[config.mk]
export PLATFORM = sky130hd
export DESIGN_NAME = ppic_power_isolate
export DESIGN_NICKNAME = d
export VERILOG_FILES = /design/src/pkg/ppic_pkg.sv /design/src/hdl/ppic_gate.sv /design/src/hdl/ppic_power_isolate.sv
export SDC_FILE = /design/constraint.sdc
export NUM_CORES = 1
export LEC_CHECK = 0
export BUFFER_PORTS_ARGS = -buffer_cell sky130_fd_sc_hd__buf_4
export CAP_MARGIN = 20
export CORE_UTILIZATION = 35
export CTS_BUF_LIST = sky130_fd_sc_hd__clkbuf_2
export DETAILED_ROUTE_END_ITERATION = 10
export GPL_TIMING_DRIVEN = 1
export HOLD_SLACK_MARGIN = 0.08
export PLACE_DENSITY = 0.83
export SLEW_MARGIN = 20
export SYNTH_ARGS = -nofsm -noshare
export SYNTH_HDL_FRONTEND = slang
export SYNTH_SLANG_ARGS = --single-unit
[constraint.sdc]
create_clock -name I_MCLK -period 1.4 [get_ports I_MCLK]
set_input_delay 0.07 -clock I_MCLK [delete_from_list [all_inputs] [get_ports I_MCLK]]
set_output_delay 0.07 -clock I_MCLK [all_outputs]
set_load 0.02 [all_outputs]
[src/pkg/ppic_pkg.sv]
// Package: constants for the power-down and isolate controller
package ppic_pkg;

  // Register bus widths
  localparam int unsigned ADDR_W = 5;
  localparam int unsigned DATA_W = 16;

  // Register indices on the management port
  localparam logic [4:0] REG_CTRL = 5'h00;
  localparam logic [4:0] REG_STAT = 5'h01;

  // Control register field positions
  localparam int unsigned CTRL_RESET_BIT = 15;
  localparam int unsigned CTRL_PWRDN_BIT = 11;
  localparam int unsigned CTRL_ISOLATE_BIT = 10;

  // Status register field positions
  localparam int unsigned STAT_LOWPWR_BIT = 0;
  localparam int unsigned STAT_ISOLATED_BIT = 1;
  localparam int unsigned STAT_MGMT_BIT = 2;
  localparam int unsigned STAT_SERIAL_BIT = 3;

  // Reset values of the control state
  localparam logic RST_ISOLATE = 1'b1;
  localparam logic RST_PWRDN = 1'b0;
  localparam logic [15:0] RST_RDATA = 16'h0000;

  // GMII widths
  localparam int unsigned GMII_D_W = 8;
  localparam int unsigned GMII_W = 10;

  // Reference clock of the integrated design, in MHz
  localparam int unsigned REF_CLK_MHZ = 125;

  // Operating state, Gray coded along isolate, active, low power
  typedef enum logic [1:0] {
    ST_ISOLATE = 2'b00,
    ST_ACTIVE = 2'b01,
    ST_LOWPWR = 2'b11
  } ppic_state_e;

endpackage : ppic_pkg

[src/hdl/ppic_gate.sv]
// Registered gate that forces a bus to idle while blocked
`timescale 1ns/1ps
`default_nettype none

module ppic_gate #(
  parameter int unsigned WIDTH = 10
) (
  // Clock and reset
  input wire logic i_clk,
  input wire logic i_arst_n,
  // Control
  input wire logic i_pass,
  // Data
  input wire logic [WIDTH-1:0] i_data,
  output logic [WIDTH-1:0] o_data
);

  // Registered bus and its next value
  logic [WIDTH-1:0] data_ff;
  logic [WIDTH-1:0] nxt_data;

  // Idle is all zeros: enables and error flags deasserted
  always_comb begin
    if (i_pass) begin
      nxt_data = i_data;
    end else begin
      nxt_data = '0;
    end
  end

  // Register stage
  always_ff @(posedge i_clk or negedge i_arst_n) begin
    if (!i_arst_n) begin
      data_ff <= '0;
    end else begin
      data_ff <= nxt_data;
    end
  end

  assign o_data = data_ff;

endmodule : ppic_gate

`default_nettype wire

[src/hdl/ppic_power_isolate.sv]
// Power-down and isolate controller of the gigabit coding sublayer
`timescale 1ns/1ps
`default_nettype none

// Behaviour
// RULE1: Whole GMII runs in one clock domain
// RULE2: MAC may share one clock for both directions
// RULE3: Everything runs on one 125 MHz reference
// RULE4: MAC manages registers over management port
// RULE5: Adaptation module and MAC clock enables advised
// RULE6: Parallel ten-bit variant has no low power
// RULE7: Power-down write enters transceiver low power
// RULE8: Only soft or core reset leaves it
// RULE9: Static power-down bit, released by core reset
// RULE10: Power-up lands in isolate state
// RULE11: Manager writes register 0 to end isolation
// RULE12: Client holds static isolate high at power-on
// RULE13: Isolated: ignore transmit, idle receive outputs
module ppic_power_isolate #(
  parameter bit HAS_MGMT = 1'b1,
  parameter bit SERIAL_XCVR = 1'b1
) (
  // Clock and reset
  input wire logic I_MCLK,
  input wire logic I_ARST_N,
  // Register port
  input wire logic [ppic_pkg::ADDR_W-1:0] I_ADDR,
  input wire logic [ppic_pkg::DATA_W-1:0] I_WDATA,
  input wire logic I_WR,
  input wire logic I_RD,
  output logic [ppic_pkg::DATA_W-1:0] O_RDATA,
  // Static configuration vector
  input wire logic I_CFG_PWRDN,
  input wire logic I_CFG_ISOLATE,
  // GMII transmit from the MAC
  input wire logic [ppic_pkg::GMII_D_W-1:0] I_GMII_TXD,
  input wire logic I_GMII_TX_EN,
  input wire logic I_GMII_TX_ER,
  // Transmit towards the coding datapath
  output logic [ppic_pkg::GMII_D_W-1:0] O_PCS_TXD,
  output logic O_PCS_TX_EN,
  output logic O_PCS_TX_ER,
  // Receive from the coding datapath
  input wire logic [ppic_pkg::GMII_D_W-1:0] I_PCS_RXD,
  input wire logic I_PCS_RX_DV,
  input wire logic I_PCS_RX_ER,
  // GMII receive towards the MAC
  output logic [ppic_pkg::GMII_D_W-1:0] O_GMII_RXD,
  output logic O_GMII_RX_DV,
  output logic O_GMII_RX_ER,
  // Power and state outputs
  output logic O_XCVR_PWRDN,
  output logic O_ISOLATED,
  output logic O_SOFT_RESET
);

  // Every flop here sits on I_MCLK, the shared 125 MHz reference
  // clock input; no second clock domain. RULE3
  // No clock enables here, so the MAC's own enables share this tree. RULE5

  // Register index match, used by write and read decode
  function automatic logic reg_hit(
    input logic [ppic_pkg::ADDR_W-1:0] addr,
    input logic [ppic_pkg::ADDR_W-1:0] idx
  );
    reg_hit = (addr == idx);
  endfunction : reg_hit

  // Low power exists only with a serial transceiver
  localparam bit PD_ALLOWED = SERIAL_XCVR; // RULE6

  // Control state
  ppic_pkg::ppic_state_e state_ff; // Operating state
  ppic_pkg::ppic_state_e nxt_state;
  logic isolate_ff; // Isolate request
  logic nxt_isolate;
  logic pwrdn_ff; // Sticky low-power latch
  logic nxt_pwrdn;
  logic soft_rst_ff; // One-cycle datapath reset pulse
  logic nxt_soft_rst;
  logic lowpwr_out_ff; // Registered low-power pin
  logic nxt_lowpwr_out;
  logic isolated_out_ff; // Registered isolated pin
  logic nxt_isolated_out;

  // Register port state
  logic [ppic_pkg::DATA_W-1:0] rdata_ff; // Read data, one cycle late
  logic [ppic_pkg::DATA_W-1:0] nxt_rdata;

  // Decoded write strobes
  logic wr_ctrl; // Write to control register
  logic wr_reset; // Software reset requested
  logic wr_pwrdn; // Power-down requested by write

  // Gate controls and bundles
  logic pass; // Traffic allowed
  logic [ppic_pkg::GMII_W-1:0] tx_in; // Bundled transmit inputs
  logic [ppic_pkg::GMII_W-1:0] tx_out; // Gated transmit
  logic [ppic_pkg::GMII_W-1:0] rx_in; // Bundled receive inputs
  logic [ppic_pkg::GMII_W-1:0] rx_out; // Gated receive

  // Write decode, only live with the management interface
  always_comb begin
    wr_ctrl = HAS_MGMT && I_WR && reg_hit(I_ADDR, ppic_pkg::REG_CTRL); // RULE4
    wr_reset = wr_ctrl && I_WDATA[ppic_pkg::CTRL_RESET_BIT];
    wr_pwrdn = wr_ctrl && I_WDATA[ppic_pkg::CTRL_PWRDN_BIT];
  end

  // Isolate request next value
  always_comb begin
    nxt_isolate = isolate_ff;
    if (HAS_MGMT) begin
      // Soft reset returns to the power-up isolate default
      if (wr_reset) begin
        nxt_isolate = ppic_pkg::RST_ISOLATE; // RULE10
      end else if (wr_ctrl) begin
        // Manager clears or sets isolation here
        nxt_isolate = I_WDATA[ppic_pkg::CTRL_ISOLATE_BIT];
      end
    end else begin
      // Static vector steers isolation directly
      nxt_isolate = I_CFG_ISOLATE;
    end
  end

  // Sticky low-power latch next value
  always_comb begin
    nxt_pwrdn = pwrdn_ff;
    if (!PD_ALLOWED) begin
      // Parallel ten-bit variant: never low power
      nxt_pwrdn = 1'b0; // RULE6
    end else if (HAS_MGMT) begin
      if (wr_reset) begin
        // Software reset is the register-side way out
        nxt_pwrdn = ppic_pkg::RST_PWRDN; // RULE8
      end else if (wr_pwrdn) begin
        // Writing the power-down bit enters low power
        nxt_pwrdn = 1'b1; // RULE7
      end
      // Clearing the bit by a write has no effect
    end else if (I_CFG_PWRDN) begin
      // Static bit enters; only the core reset port clears
      nxt_pwrdn = 1'b1; // RULE9
    end
  end

  // Software reset pulse next value
  always_comb begin
    nxt_soft_rst = wr_reset; // RULE8
  end

  // Pin flags decoded from the next state, so the pins come from flops
  always_comb begin
    nxt_lowpwr_out = (nxt_state == ppic_pkg::ST_LOWPWR); // RULE7 RULE9
    nxt_isolated_out = (nxt_state != ppic_pkg::ST_ACTIVE); // RULE13
  end

  // Operating state next value
  always_comb begin
    nxt_state = state_ff;
    case (state_ff)
      // Isolated: wait for isolation to clear
      ppic_pkg::ST_ISOLATE: begin
        if (nxt_pwrdn) begin
          nxt_state = ppic_pkg::ST_LOWPWR;
        end else if (!nxt_isolate) begin
          nxt_state = ppic_pkg::ST_ACTIVE;
        end
      end
      // Active: traffic flows
      ppic_pkg::ST_ACTIVE: begin
        if (nxt_pwrdn) begin
          nxt_state = ppic_pkg::ST_LOWPWR;
        end else if (nxt_isolate) begin
          nxt_state = ppic_pkg::ST_ISOLATE;
        end
      end
      // Low power: held until a reset clears the latch
      ppic_pkg::ST_LOWPWR: begin
        if (!nxt_pwrdn) begin
          nxt_state = ppic_pkg::ST_ISOLATE; // RULE8
        end
      end
      // Unused encoding recovers to isolate
      default: begin
        nxt_state = ppic_pkg::ST_ISOLATE;
      end
    endcase
  end

  // Read data next value, zero for unmapped or idle
  always_comb begin
    nxt_rdata = ppic_pkg::RST_RDATA;
    if (I_RD && reg_hit(I_ADDR, ppic_pkg::REG_CTRL)) begin
      // Reset bit self clears and reads zero
      nxt_rdata[ppic_pkg::CTRL_PWRDN_BIT] = pwrdn_ff;
      nxt_rdata[ppic_pkg::CTRL_ISOLATE_BIT] = isolate_ff;
    end else if (I_RD && reg_hit(I_ADDR, ppic_pkg::REG_STAT)) begin
      // Live state and build options
      nxt_rdata[ppic_pkg::STAT_LOWPWR_BIT] = (state_ff == ppic_pkg::ST_LOWPWR);
      nxt_rdata[ppic_pkg::STAT_ISOLATED_BIT] = (state_ff != ppic_pkg::ST_ACTIVE);
      nxt_rdata[ppic_pkg::STAT_MGMT_BIT] = HAS_MGMT;
      nxt_rdata[ppic_pkg::STAT_SERIAL_BIT] = SERIAL_XCVR;
    end
  end

  // Control state registers; power-up lands isolated
  always_ff @(posedge I_MCLK or negedge I_ARST_N) begin
    if (!I_ARST_N) begin
      state_ff <= ppic_pkg::ST_ISOLATE; // RULE10
      isolate_ff <= ppic_pkg::RST_ISOLATE; // RULE10
      pwrdn_ff <= ppic_pkg::RST_PWRDN; // RULE8 RULE9
      soft_rst_ff <= 1'b0;
      lowpwr_out_ff <= ppic_pkg::RST_PWRDN;
      isolated_out_ff <= ppic_pkg::RST_ISOLATE; // RULE10
    end else begin
      state_ff <= nxt_state;
      isolate_ff <= nxt_isolate;
      pwrdn_ff <= nxt_pwrdn;
      soft_rst_ff <= nxt_soft_rst;
      lowpwr_out_ff <= nxt_lowpwr_out;
      isolated_out_ff <= nxt_isolated_out;
    end
  end

  // Register port read data
  always_ff @(posedge I_MCLK or negedge I_ARST_N) begin
    if (!I_ARST_N) begin
      rdata_ff <= ppic_pkg::RST_RDATA;
    end else begin
      rdata_ff <= nxt_rdata;
    end
  end

  // Traffic passes only in the active state
  always_comb begin
    pass = (state_ff == ppic_pkg::ST_ACTIVE); // RULE13
  end

  // Bundle the GMII groups for the gates
  always_comb begin
    tx_in = {I_GMII_TX_ER, I_GMII_TX_EN, I_GMII_TXD};
    rx_in = {I_PCS_RX_ER, I_PCS_RX_DV, I_PCS_RXD};
  end

  // Transmit gate: MAC input ignored while isolated
  ppic_gate #(
    .WIDTH(ppic_pkg::GMII_W)
  ) u_tx_gate (
    .i_clk(I_MCLK),
    .i_arst_n(I_ARST_N),
    .i_pass(pass),
    .i_data(tx_in),
    .o_data(tx_out)
  ); // RULE13 RULE1

  // Receive gate: outputs idle while isolated
  ppic_gate #(
    .WIDTH(ppic_pkg::GMII_W)
  ) u_rx_gate (
    .i_clk(I_MCLK),
    .i_arst_n(I_ARST_N),
    .i_pass(pass),
    .i_data(rx_in),
    .o_data(rx_out)
  ); // RULE13 RULE1

  // Unbundle gated transmit
  assign O_PCS_TXD = tx_out[ppic_pkg::GMII_D_W-1:0];
  assign O_PCS_TX_EN = tx_out[ppic_pkg::GMII_D_W];
  assign O_PCS_TX_ER = tx_out[ppic_pkg::GMII_D_W+1];

  // Unbundle gated receive
  assign O_GMII_RXD = rx_out[ppic_pkg::GMII_D_W-1:0];
  assign O_GMII_RX_DV = rx_out[ppic_pkg::GMII_D_W];
  assign O_GMII_RX_ER = rx_out[ppic_pkg::GMII_D_W+1];

  // State and register outputs, all from flops
  assign O_RDATA = rdata_ff;
  assign O_XCVR_PWRDN = lowpwr_out_ff; // RULE7 RULE9
  assign O_ISOLATED = isolated_out_ff;
  assign O_SOFT_RESET = soft_rst_ff;

endmodule : ppic_power_isolate

`default_nettype wire

==> results of run 1 <==
logic make-up (layout without fill, tap and decap cells):
logic type             after synthesis  after routing
flip-flops                          32             32
other                                1             10
AO/OA/AOI/OAI                        6              6
AND/OR/NAND/NOR                     34             34
buffers and inverters               15            101
synth_stat cells:
master	n	area [um^2]
dfrtp_1	30	750.7
o21bai_1	1	7.510
buf_4	11	82.58
clkbuf_1	2	7.510
nor2b_1	1	6.260
inv_1	2	7.510
a31oi_1	1	6.260
and2_2	1	7.510
and2_1	20	125.1
nor2_1	3	11.26
nor4_4	1	21.27
a21oi_1	2	10.01
nor3b_1	2	15.01
and3_4	1	11.26
nand3_1	1	5.000
or3_1	1	6.260
and3_1	1	6.260
conb_1	1	3.750
nor2_2	1	6.260
dfstp_2	2	52.55
a211oi_1	2	15.01
nand2_1	1	3.750
final timing paths:
kind                                        to  cells after the start
max reg2reg                         O_ISOLATED                      3
min in group asynchronous  u_rx_gate.o_data[7]                      2
min                                 isolate_ff                      4
max                                 O_ISOLATED                      6
min reg2reg                         O_RDATA[0]                      1
max in group asynchronous           O_ISOLATED                      2
worst max-delay path, delay by kind of cell:
family | cells | cell delay [ns]
buffers and inverters | 2 | 0.70
AND/OR/NAND/NOR | 4 | 0.91
cell type report:
| cell class | instances | area share [%] |
|---|---|---|
| sequential | 32 | 40.74 |
| timing repair buffer | 91 | 38.32 |
| multi-input combinational | 50 | 15.80 |
| tap | 44 | 2.792 |
| clock buffer | 5 | 1.269 |
| clock inverter | 3 | 0.6980 |
| inverter | 2 | 0.3807 |
metrics by stage:
step | instance area, um^2 | worst slack [ns] | std cells | util, %
4_1_cts | 1962 | 0.07193 | 227 | 63.23
3_3_place_gp | 1633 | 0.09787 | 190 | 52.62
6_report | 1972 | 0.05253 | 227 | 63.55
3_5_place_dp | 1633 | 0.06734 | 190 | 52.62
2_1_floorplan | 1202 | 0.2834 | 97 | -
5_1_grt | 1972 | 0.02174 | 227 | 63.55
layer usage:
layer,vias to the layer above,global-route usage (%)
li1,447,-
met1,453,15.22
met2,57,34.29
met3,11,5.628
met4,0,12.62
met5,-,0
power by group through the flow:
stage / clock [W] / sequential [W] / combinational, W
floorplan: 0 / 0.00135 / 0.000221
global placement: 0 / 0.00117 / 0.000740
detailed placement: 0 / 0.00118 / 0.000756
CTS: 0.000430 / 0.00116 / 0.000817
global route: 0.000464 / 0.00119 / 0.000888
finish: 0.000420 / 0.00117 / 0.000829
flip-flops by register name, indices dropped and copies added, names as in the netlist:
name	count
u_rx_gate.o_data	10
u_tx_gate.o_data	10
O_RDATA	5
state_ff	2
O_ISOLATED	1
O_SOFT_RESET	1
O_XCVR_PWRDN	1
isolate_ff	1
pwrdn_ff	1
repair_timing:
item / 4_1_cts / 5_1_grt
setup endpoints to repair: 0 / 2
gates resized for setup: 0 / 2
endpoints found under the hold margin: 61 / 2
==> impl_metrics.ini, run 1 <==
[pwr]
p_switching_w = 0.0008129
power_leakage_nw = 1.024
seq_power_share_pct = 48.3
combPwrFrac_pct = 34.3
power.total_w = 0.002415
p_sw_share_pct = 33.66
ir_drop_mv = 0.4391
p_clk_share_pct = 17.4
internal-power_w = 0.001602
power_density_nw_per_um2 = 1225

[floorplan]
row_count = 20
die_w_um = 59.79
start_util_pct = 37.66
pin_count = 86
core_area_um2 = 3103
design.die.area_um2 = 3574
die_h_um = 59.79

[cells_and_area]
multi_input_area_um2 = 311.5
mostFrequentLayoutCells = 62 x buf_4, 30 x dfrtp_1, 29 x dlygate4sd3_1, 20 x and2_1, 10 x conb_1
regArea_um2 = 803.3
area_growth_pct = 68.74
nFillCells = 245
nets = 229
diodes = 0
final_common_cell = buf_4
drive_above_1_share_pct = 42.08

[global_route]
grt_max_degree = 33
grt_pass1_vias = 993
grt_pass1_wl_um = 4333
grtUsageTotal_pct = 17.91
overflow = 0
antenna_found_initial = 0

[cts]
clkLatencyLatePin_ns = 0.38
cts_sinks = 32
cts_buffers = 5
cts_post_setup_buffers_inserted = 0
clockBufferDepth = 2
postCtsHoldBufs = 29
clk_pin_slew_worst_paths_ns = 0.15
cts_tree = done
htreeDepth = 2
cts-root-buf = clkbuf_2

[synthesis]
syn-cell-area_um2 = 1169
synth_top_family_by_area = simple AND/OR/NAND/NOR gates
syn_area_per_cell_um2 = 13.28
syn_inst = 88
synthAdderAreaFrac_pct = 0
synth.yosys.seq_area_share_pct = 68.74
ys_seq_elements = 32
synthXorXnorAreaFrac_pct = 0
synth_warnings = 0
synth_compound_area_share_pct = 3.319
ys_types = 22
muxShareOfSynthArea_pct = 0
synthSimpleGateAreaFrac_pct = 19.27

[detailed_routing]
wl_met1_um = 1016
drt_pass1_iterations = 4
drt_iter0_drc = 17
wl_met2_um = 1637
ant_nets = 0
avgRoutedWirePerCell_um = 13.35
dr_total_vias = 968
wl_met3_um = 262
top_layer = met4
routed_via_density = 4.264
drt_drc_violations_left = 0
wl_um = 3030

[sta]
drv_slew = 0
hold_viol_final = 0
setup_viol_count_final = 0
rsz0062_at_grt = false
whs_ns = 0.02713
max_clock_freq_mhz = 742.1
finalClockSkew_ns = 0.01103
fin_crit_sh_pct = 96.25
fin_setup_tns_ns = 0
period_minus_slack_ns = 1.347

[setup_path]
slowest_stage = dlygate4sd3_1
crit_path_end_kind = flip-flop
cp_slowest_stage_delay_ns = 0.54
cp_cell_sequence = dlygate4sd3_1 -> buf_4 -> nor2b_1 -> and3_4 -> nor2_2 -> or3_1
required_ns = 1.72
startpoint = I_ADDR[0]
crit_type = primary input to flip-flop
cp.arrival_ns = 1.66
r2r_slack_ns = 0.17
path_max_fanout = 4
reg2reg_from = pwrdn_ff
start_kind = primary input

[run_status]
outcome = completed

[job]
maxCapViolCount = 0

[min_path]
holdCritStartpoint = I_ADDR[4]
hold_path.class = primary input to flip-flop

[place]
place.gp.congestion = 0.7638
io_buffers = 60
hpwl_um = 1814
No activity file was read; power rests on OpenSTA's default activity.
==> inputs of run 2 (changes only) <==
Settings changed: ABC_AREA set to 1, PLACE_DENSITY 0.83 to 0.81.
==> impl_metrics.ini, run 2 <==
[synthesis]
syn-cell-area_um2 = 1274
synth_area_leader_cell = dfrtp_1
yosysMostFrequentCell = inv_1
synth_top_cell_area_share_pct = 58.94
syn_inst = 129
synthArstFlopShare_pct = 100.0
synth_area_leaders = dfrtp_1 59%, inv_1 9.4%, nor2_1 8.0%
synth_warnings = 0
ys_seq_elements = 32
synth.yosys.seq_area_share_pct = 63.06
netlist_top_cells_count = 32 x inv_1, 30 x dfrtp_1, 27 x nor2_1
ys_types = 18
synth-edff-count = 0
synth_ff_type = dfrtp_1
syn_area_per_cell_um2 = 9.874

[setup_path]
cp.arrival_ns = 1.67
r2r_cells = 3
r2r-end = isolate_ff
r2r_slack_ns = 0.10
startpoint = I_WDATA[15]
start_kind = primary input
path_max_fanout = 2
timing.critical_path.to = isolate_ff
crit_type = primary input to flip-flop
required_ns = 1.70
reg2reg_from = isolate_ff
crit_path_end_kind = flip-flop

[job]
maxCapViolCount = 0

[cells_and_area]
regArea_um2 = 803.3
nFillCells = 292
multi_input_area_um2 = 280.3
final_common_cell = buf_4
mostFrequentLayoutCells = 61 x buf_4, 32 x inv_1, 32 x dlygate4sd3_1, 30 x dfrtp_1, 27 x nor2_1
nets = 273
drive_above_1_share_pct = 35.68
final_core_util_pct = 62.31
diodes = 0
area_growth_pct = 67.09

[pwr]
power_leakage_nw = 1.249
combPwrFrac_pct = 35.9
p_sw_share_pct = 33.84
internal-power_w = 0.001871
ir_drop_mv = 0.7912
power_density_nw_per_um2 = 1329
p_switching_w = 0.0009570
p_clk_share_pct = 21.1
seq_power_share_pct = 43.0

[place]
io_buffers = 60
hpwl_um = 1632
place.gp.congestion = 0.7068

[detailed_routing]
drt_pass1_iterations = 4
avgRoutedWirePerCell_um = 9.989
routed_via_density = 3.978
drt_drc_violations_left = 0
wl_um = 2727
drt_iter0_drc = 37
dr_total_vias = 1086
ant_nets = 0

[floorplan]
start_util_pct = 37.29
die_w_um = 62.33
die_h_um = 62.33
pin_count = 86
core_area_um2 = 3416
row_count = 21
design.die.area_um2 = 3884

[global_route]
grt_pass1_wl_um = 4933
grtUsageTotal_pct = 16.82
grtUsageMet3_pct = 4.596
overflow = 0
grt_use_met1_pct = 16.81
grt_max_degree = 33
grt_use_met2_pct = 31.46
busiest_layer = met2
antenna_found_initial = 0
grt_pass1_vias = 1122

[sta]
whs_ns = 0.1489
finalClockSkew_ns = 0.01700
rsz0062_at_grt = false
drv_slew = 0
fin_setup_tns_ns = 0
fin_crit_sh_pct = 98.05
setup_viol_count_final = 0
max_clock_freq_mhz = 728.5
hold_viol_final = 0
period_minus_slack_ns = 1.373

[cts]
cts_sinks = 32
clockBufferDepth = 2
clkLatencyLatePin_ns = 0.35
htreeDepth = 2
cts_tree = done
cts_buffers = 5
cts-root-buf = clkbuf_2
clk_pin_slew_worst_paths_ns = 0.15

[min_path]
hold_path.class = primary input to flip-flop

[run_status]
outcome = completed
-- run 2: per-stage QoR --
stage	setup slack [ns]	power, W	cells	area (um^2)
3_3_place_gp	0.4485	0.002158	231	1723
5_1_grt	0.009262	0.003014	273	2128
6_report	0.02732	0.002828	273	2128
4_1_cts	0.01232	0.002860	274	2138
3_5_place_dp	0.4270	0.002184	231	1723
2_1_floorplan	0.5590	0.001783	138	1308
-- run 2: worst min path at each step --
stage	endpoint	start	cells after the start
after detailed placement	O_RDATA[3]	I_ARST_N	1
after CTS	O_RDATA[0]	I_ADDR[0]	5
final	O_RDATA[0]	I_ADDR[2]	5
after floorplan	O_RDATA[0]	I_ARST_N	0
after global routing	O_RDATA[0]	I_ADDR[2]	5
after global placement	O_RDATA[3]	I_ARST_N	1
-- run 2: what timing repair did --
| action | 4_1_cts | 5_1_grt |
|---|---|---|
| setup buffers | 0 | 1 |
| hold endpoints to repair | 64 | 0 |
| hold buffers | 35 | 0 |
| resized for setup | 0 | 1 |
| setup endpoints to repair | 0 | 3 |
-- run 2: power by group through the flow --
stage	combinational, W	sequential (W)	clock, W
after detailed placement	0.000950	0.00123	0
after global placement	0.000936	0.00122	0
after floorplan	0.000321	0.00146	0
after CTS	0.00103	0.00121	0.000619
final	0.00102	0.00121	0.000597
after global routing	0.00112	0.00124	0.000660
-- run 2: area by class of cell --
type                    instances  share of cell area (%)
clock buffers                   6                   1.411
flip-flops and latches         32                   37.74
well taps                      46                   2.704
clock inverters                 2                   1.646
inverters                      35                   6.173
multi-input cells              58                   13.17
repair buffers                 94                   37.15
-- run 2: logic make-up after synthesis --
logic type | after synthesis | synth area share, %
AND/OR/NAND/NOR | 48 | 19.06
flip-flops | 32 | 63.06
buffers and inverters | 48 | 17.58
other | 1 | 0.2944
-- run 2: routing by layer --
metal / vias up / share of wire [%]
met5: - / 0
met4: 0 / 2.2
met3: 7 / 5.9
met2: 47 / 56
met1: 498 / 36
li1: 534 / -
-- run 2: critical path, stage by stage --
cell and delay [ns]:
dlygate4sd3_1 0.54, buf_4 0.14, or2_1 0.22, nand3_1 0.09
dlygate4sd3_1 0.55, nand2_1 0.05
==> inputs of run 3 (changes only) <==
--- a/config.mk
+++ b/config.mk
@@ -20 +20,2 @@
 export SYNTH_SLANG_ARGS = --single-unit
+export TNS_END_PERCENT = 50
==> constraint.sdc (replaced) <==
create_clock -name I_MCLK -period 1.4 [get_ports I_MCLK]
set_input_delay 0.14 -clock I_MCLK [delete_from_list [all_inputs] [get_ports I_MCLK]]
set_output_delay 0.14 -clock I_MCLK [all_outputs]
set_load 0.02 [all_outputs]
==> impl_metrics.ini, run 3 (same netlist as run 2, synthesis figures left out) <==
[floorplan]
die_h_um = 62.33
row_count = 21
start_util_pct = 37.29
die_w_um = 62.33
pin_count = 86
core_area_um2 = 3416
design.die.area_um2 = 3884

[cts]
htreeDepth = 2
cts_tree = done
cts_post_setup_buffers_inserted = 0
clk_pin_slew_worst_paths_ns = 0.15
ctsResizeCount = 0
cts_sinks = 32
cts_buffers = 5
clkLatencyLatePin_ns = 0.34
clockBufferDepth = 2
cts-root-buf = clkbuf_2

[setup_path]
path_delay_family = buffers and inverters
required_ns = 1.66
cp_common_cell = dlygate4sd3_1
crit_buf_inv = 4
crit_type = primary input to flip-flop
crit_path_end_kind = flip-flop
cp.arrival_ns = 1.51
cp_cell_sequence = dlygate4sd3_1 -> buf_4 -> nand3_2 -> dlygate4sd3_1 -> inv_1
slowest_stage = dlygate4sd3_1
start_kind = primary input
cp_slowest_stage_delay_ns = 0.55
path_max_fanout = 4

[cells_and_area]
final_common_cell = buf_4
diodes = 0
mostFrequentLayoutCells = 60 x buf_4, 32 x inv_1, 30 x dfrtp_1, 27 x nor2_1, 25 x dlygate4sd3_1
area_growth_pct = 60.02
finalInstanceArea_um2 = 2038
final_core_util_pct = 59.67
nets = 264
drive_above_1_share_pct = 36.70

[sta]
hold_viol_final = 0
fin_setup_tns_ns = 0
whs_ns = 0.1077
fin_crit_sh_pct = 89.28
period_minus_slack_ns = 1.250
finalClockSkew_ns = 0.009781
drv_slew = 0
max_clock_freq_mhz = 800.1
setup_ws_ns = 0.1501
setup_viol_count_final = 0
rsz0062_at_grt = false

[place]
hpwl_um = 1650
post-place-ws_ns = 0.4191
io_buffers = 60
place.gp.congestion = 0.7071
post_dp_cell_area_um2 = 1723

[pwr]
power_leakage_nw = 1.216
power_density_nw_per_um2 = 1378
ir_drop_mv = 1.006

[detailed_routing]
avgRoutedWirePerCell_um = 10.00
ant_nets = 0
drt_pass1_iterations = 4
wl_um = 2641
drt_drc_violations_left = 0
dr_total_vias = 1034
drt_iter0_drc = 55
routed_via_density = 3.917

[global_route]
overflow = 0
grtUsageTotal_pct = 15.37
grt_max_degree = 33
antenna_found_initial = 0
grt_pass1_vias = 1060
grt_pass1_wl_um = 4464

[run_status]
outcome = completed

[min_path]
hold_path.class = primary input to flip-flop

[job]
maxCapViolCount = 0
-- run 3: cell types whose count changed in the layout (fill, tap and decap cells not counted), sizes merged --
cell          before  now
buf               61   60
dlymetal6s4s       1    0
dlygate4sd3       32   25
-- run 3: layout make-up --
class                   instances  area, um^2
fillers                       304        1378
flip-flops and latches         32       803.3
repair buffers                 85       700.7
multi-input cells              58       280.3
inverters                      35       131.4
well taps                      46       57.56
clock inverters                 2       35.03
clock buffers                   6       30.03
-- run 3: tightest hold or removal path: cells and delay by family --
kind | cells | cell delay (ns)
and+or+nand+nor | 2 | 0.16
buffers and inverters | 2 | 0.14
-- run 3: power by group --
part / total [W] / internal, W / switching, W
logic: 0.00100 / 0.000402 / 0.000599
clock network: 0.000596 / 0.000308 / 0.000288
registers: 0.00121 / 0.00114 / 0.0000671
-- run 3: what timing repair did --
| action | CTS | global route |
|---|---|---|
| hold buffers | 25 | 0 |
| hold endpoints to repair | 56 | 0 |
| setup endpoints to repair | 0 | 0 |
-- run 3: worst paths after layout --
path	from	end	slack, ns	cells after the start
max	I_WR	O_SOFT_RESET	0.15	5
min	I_ADDR[2]	O_RDATA[3]	0.11	4
min in group asynchronous	I_ARST_N	u_tx_gate.o_data[6]	0.23	2
max reg2reg	state_ff[0]	u_tx_gate.o_data[2]	0.42	4
max in group asynchronous	I_ARST_N	O_ISOLATED	0.85	2
min reg2reg	isolate_ff	O_RDATA[10]	0.49	2
-- run 3: layer usage --
layer	track usage [%]	vias to the layer above	wire length [um]
met5	0	-	0
met2	29.40	45	1484
met4	6.977	0	46
met3	5.515	7	189
met1	14.35	467	921
li1	-	515	-
-- run 3: stage by stage --
stage	std cells	power [W]
floorplan	138	0.001783
global placement	231	0.002157
detailed placement	231	0.002184
CTS	264	0.002844
global route	264	0.002992
finish	264	0.002809
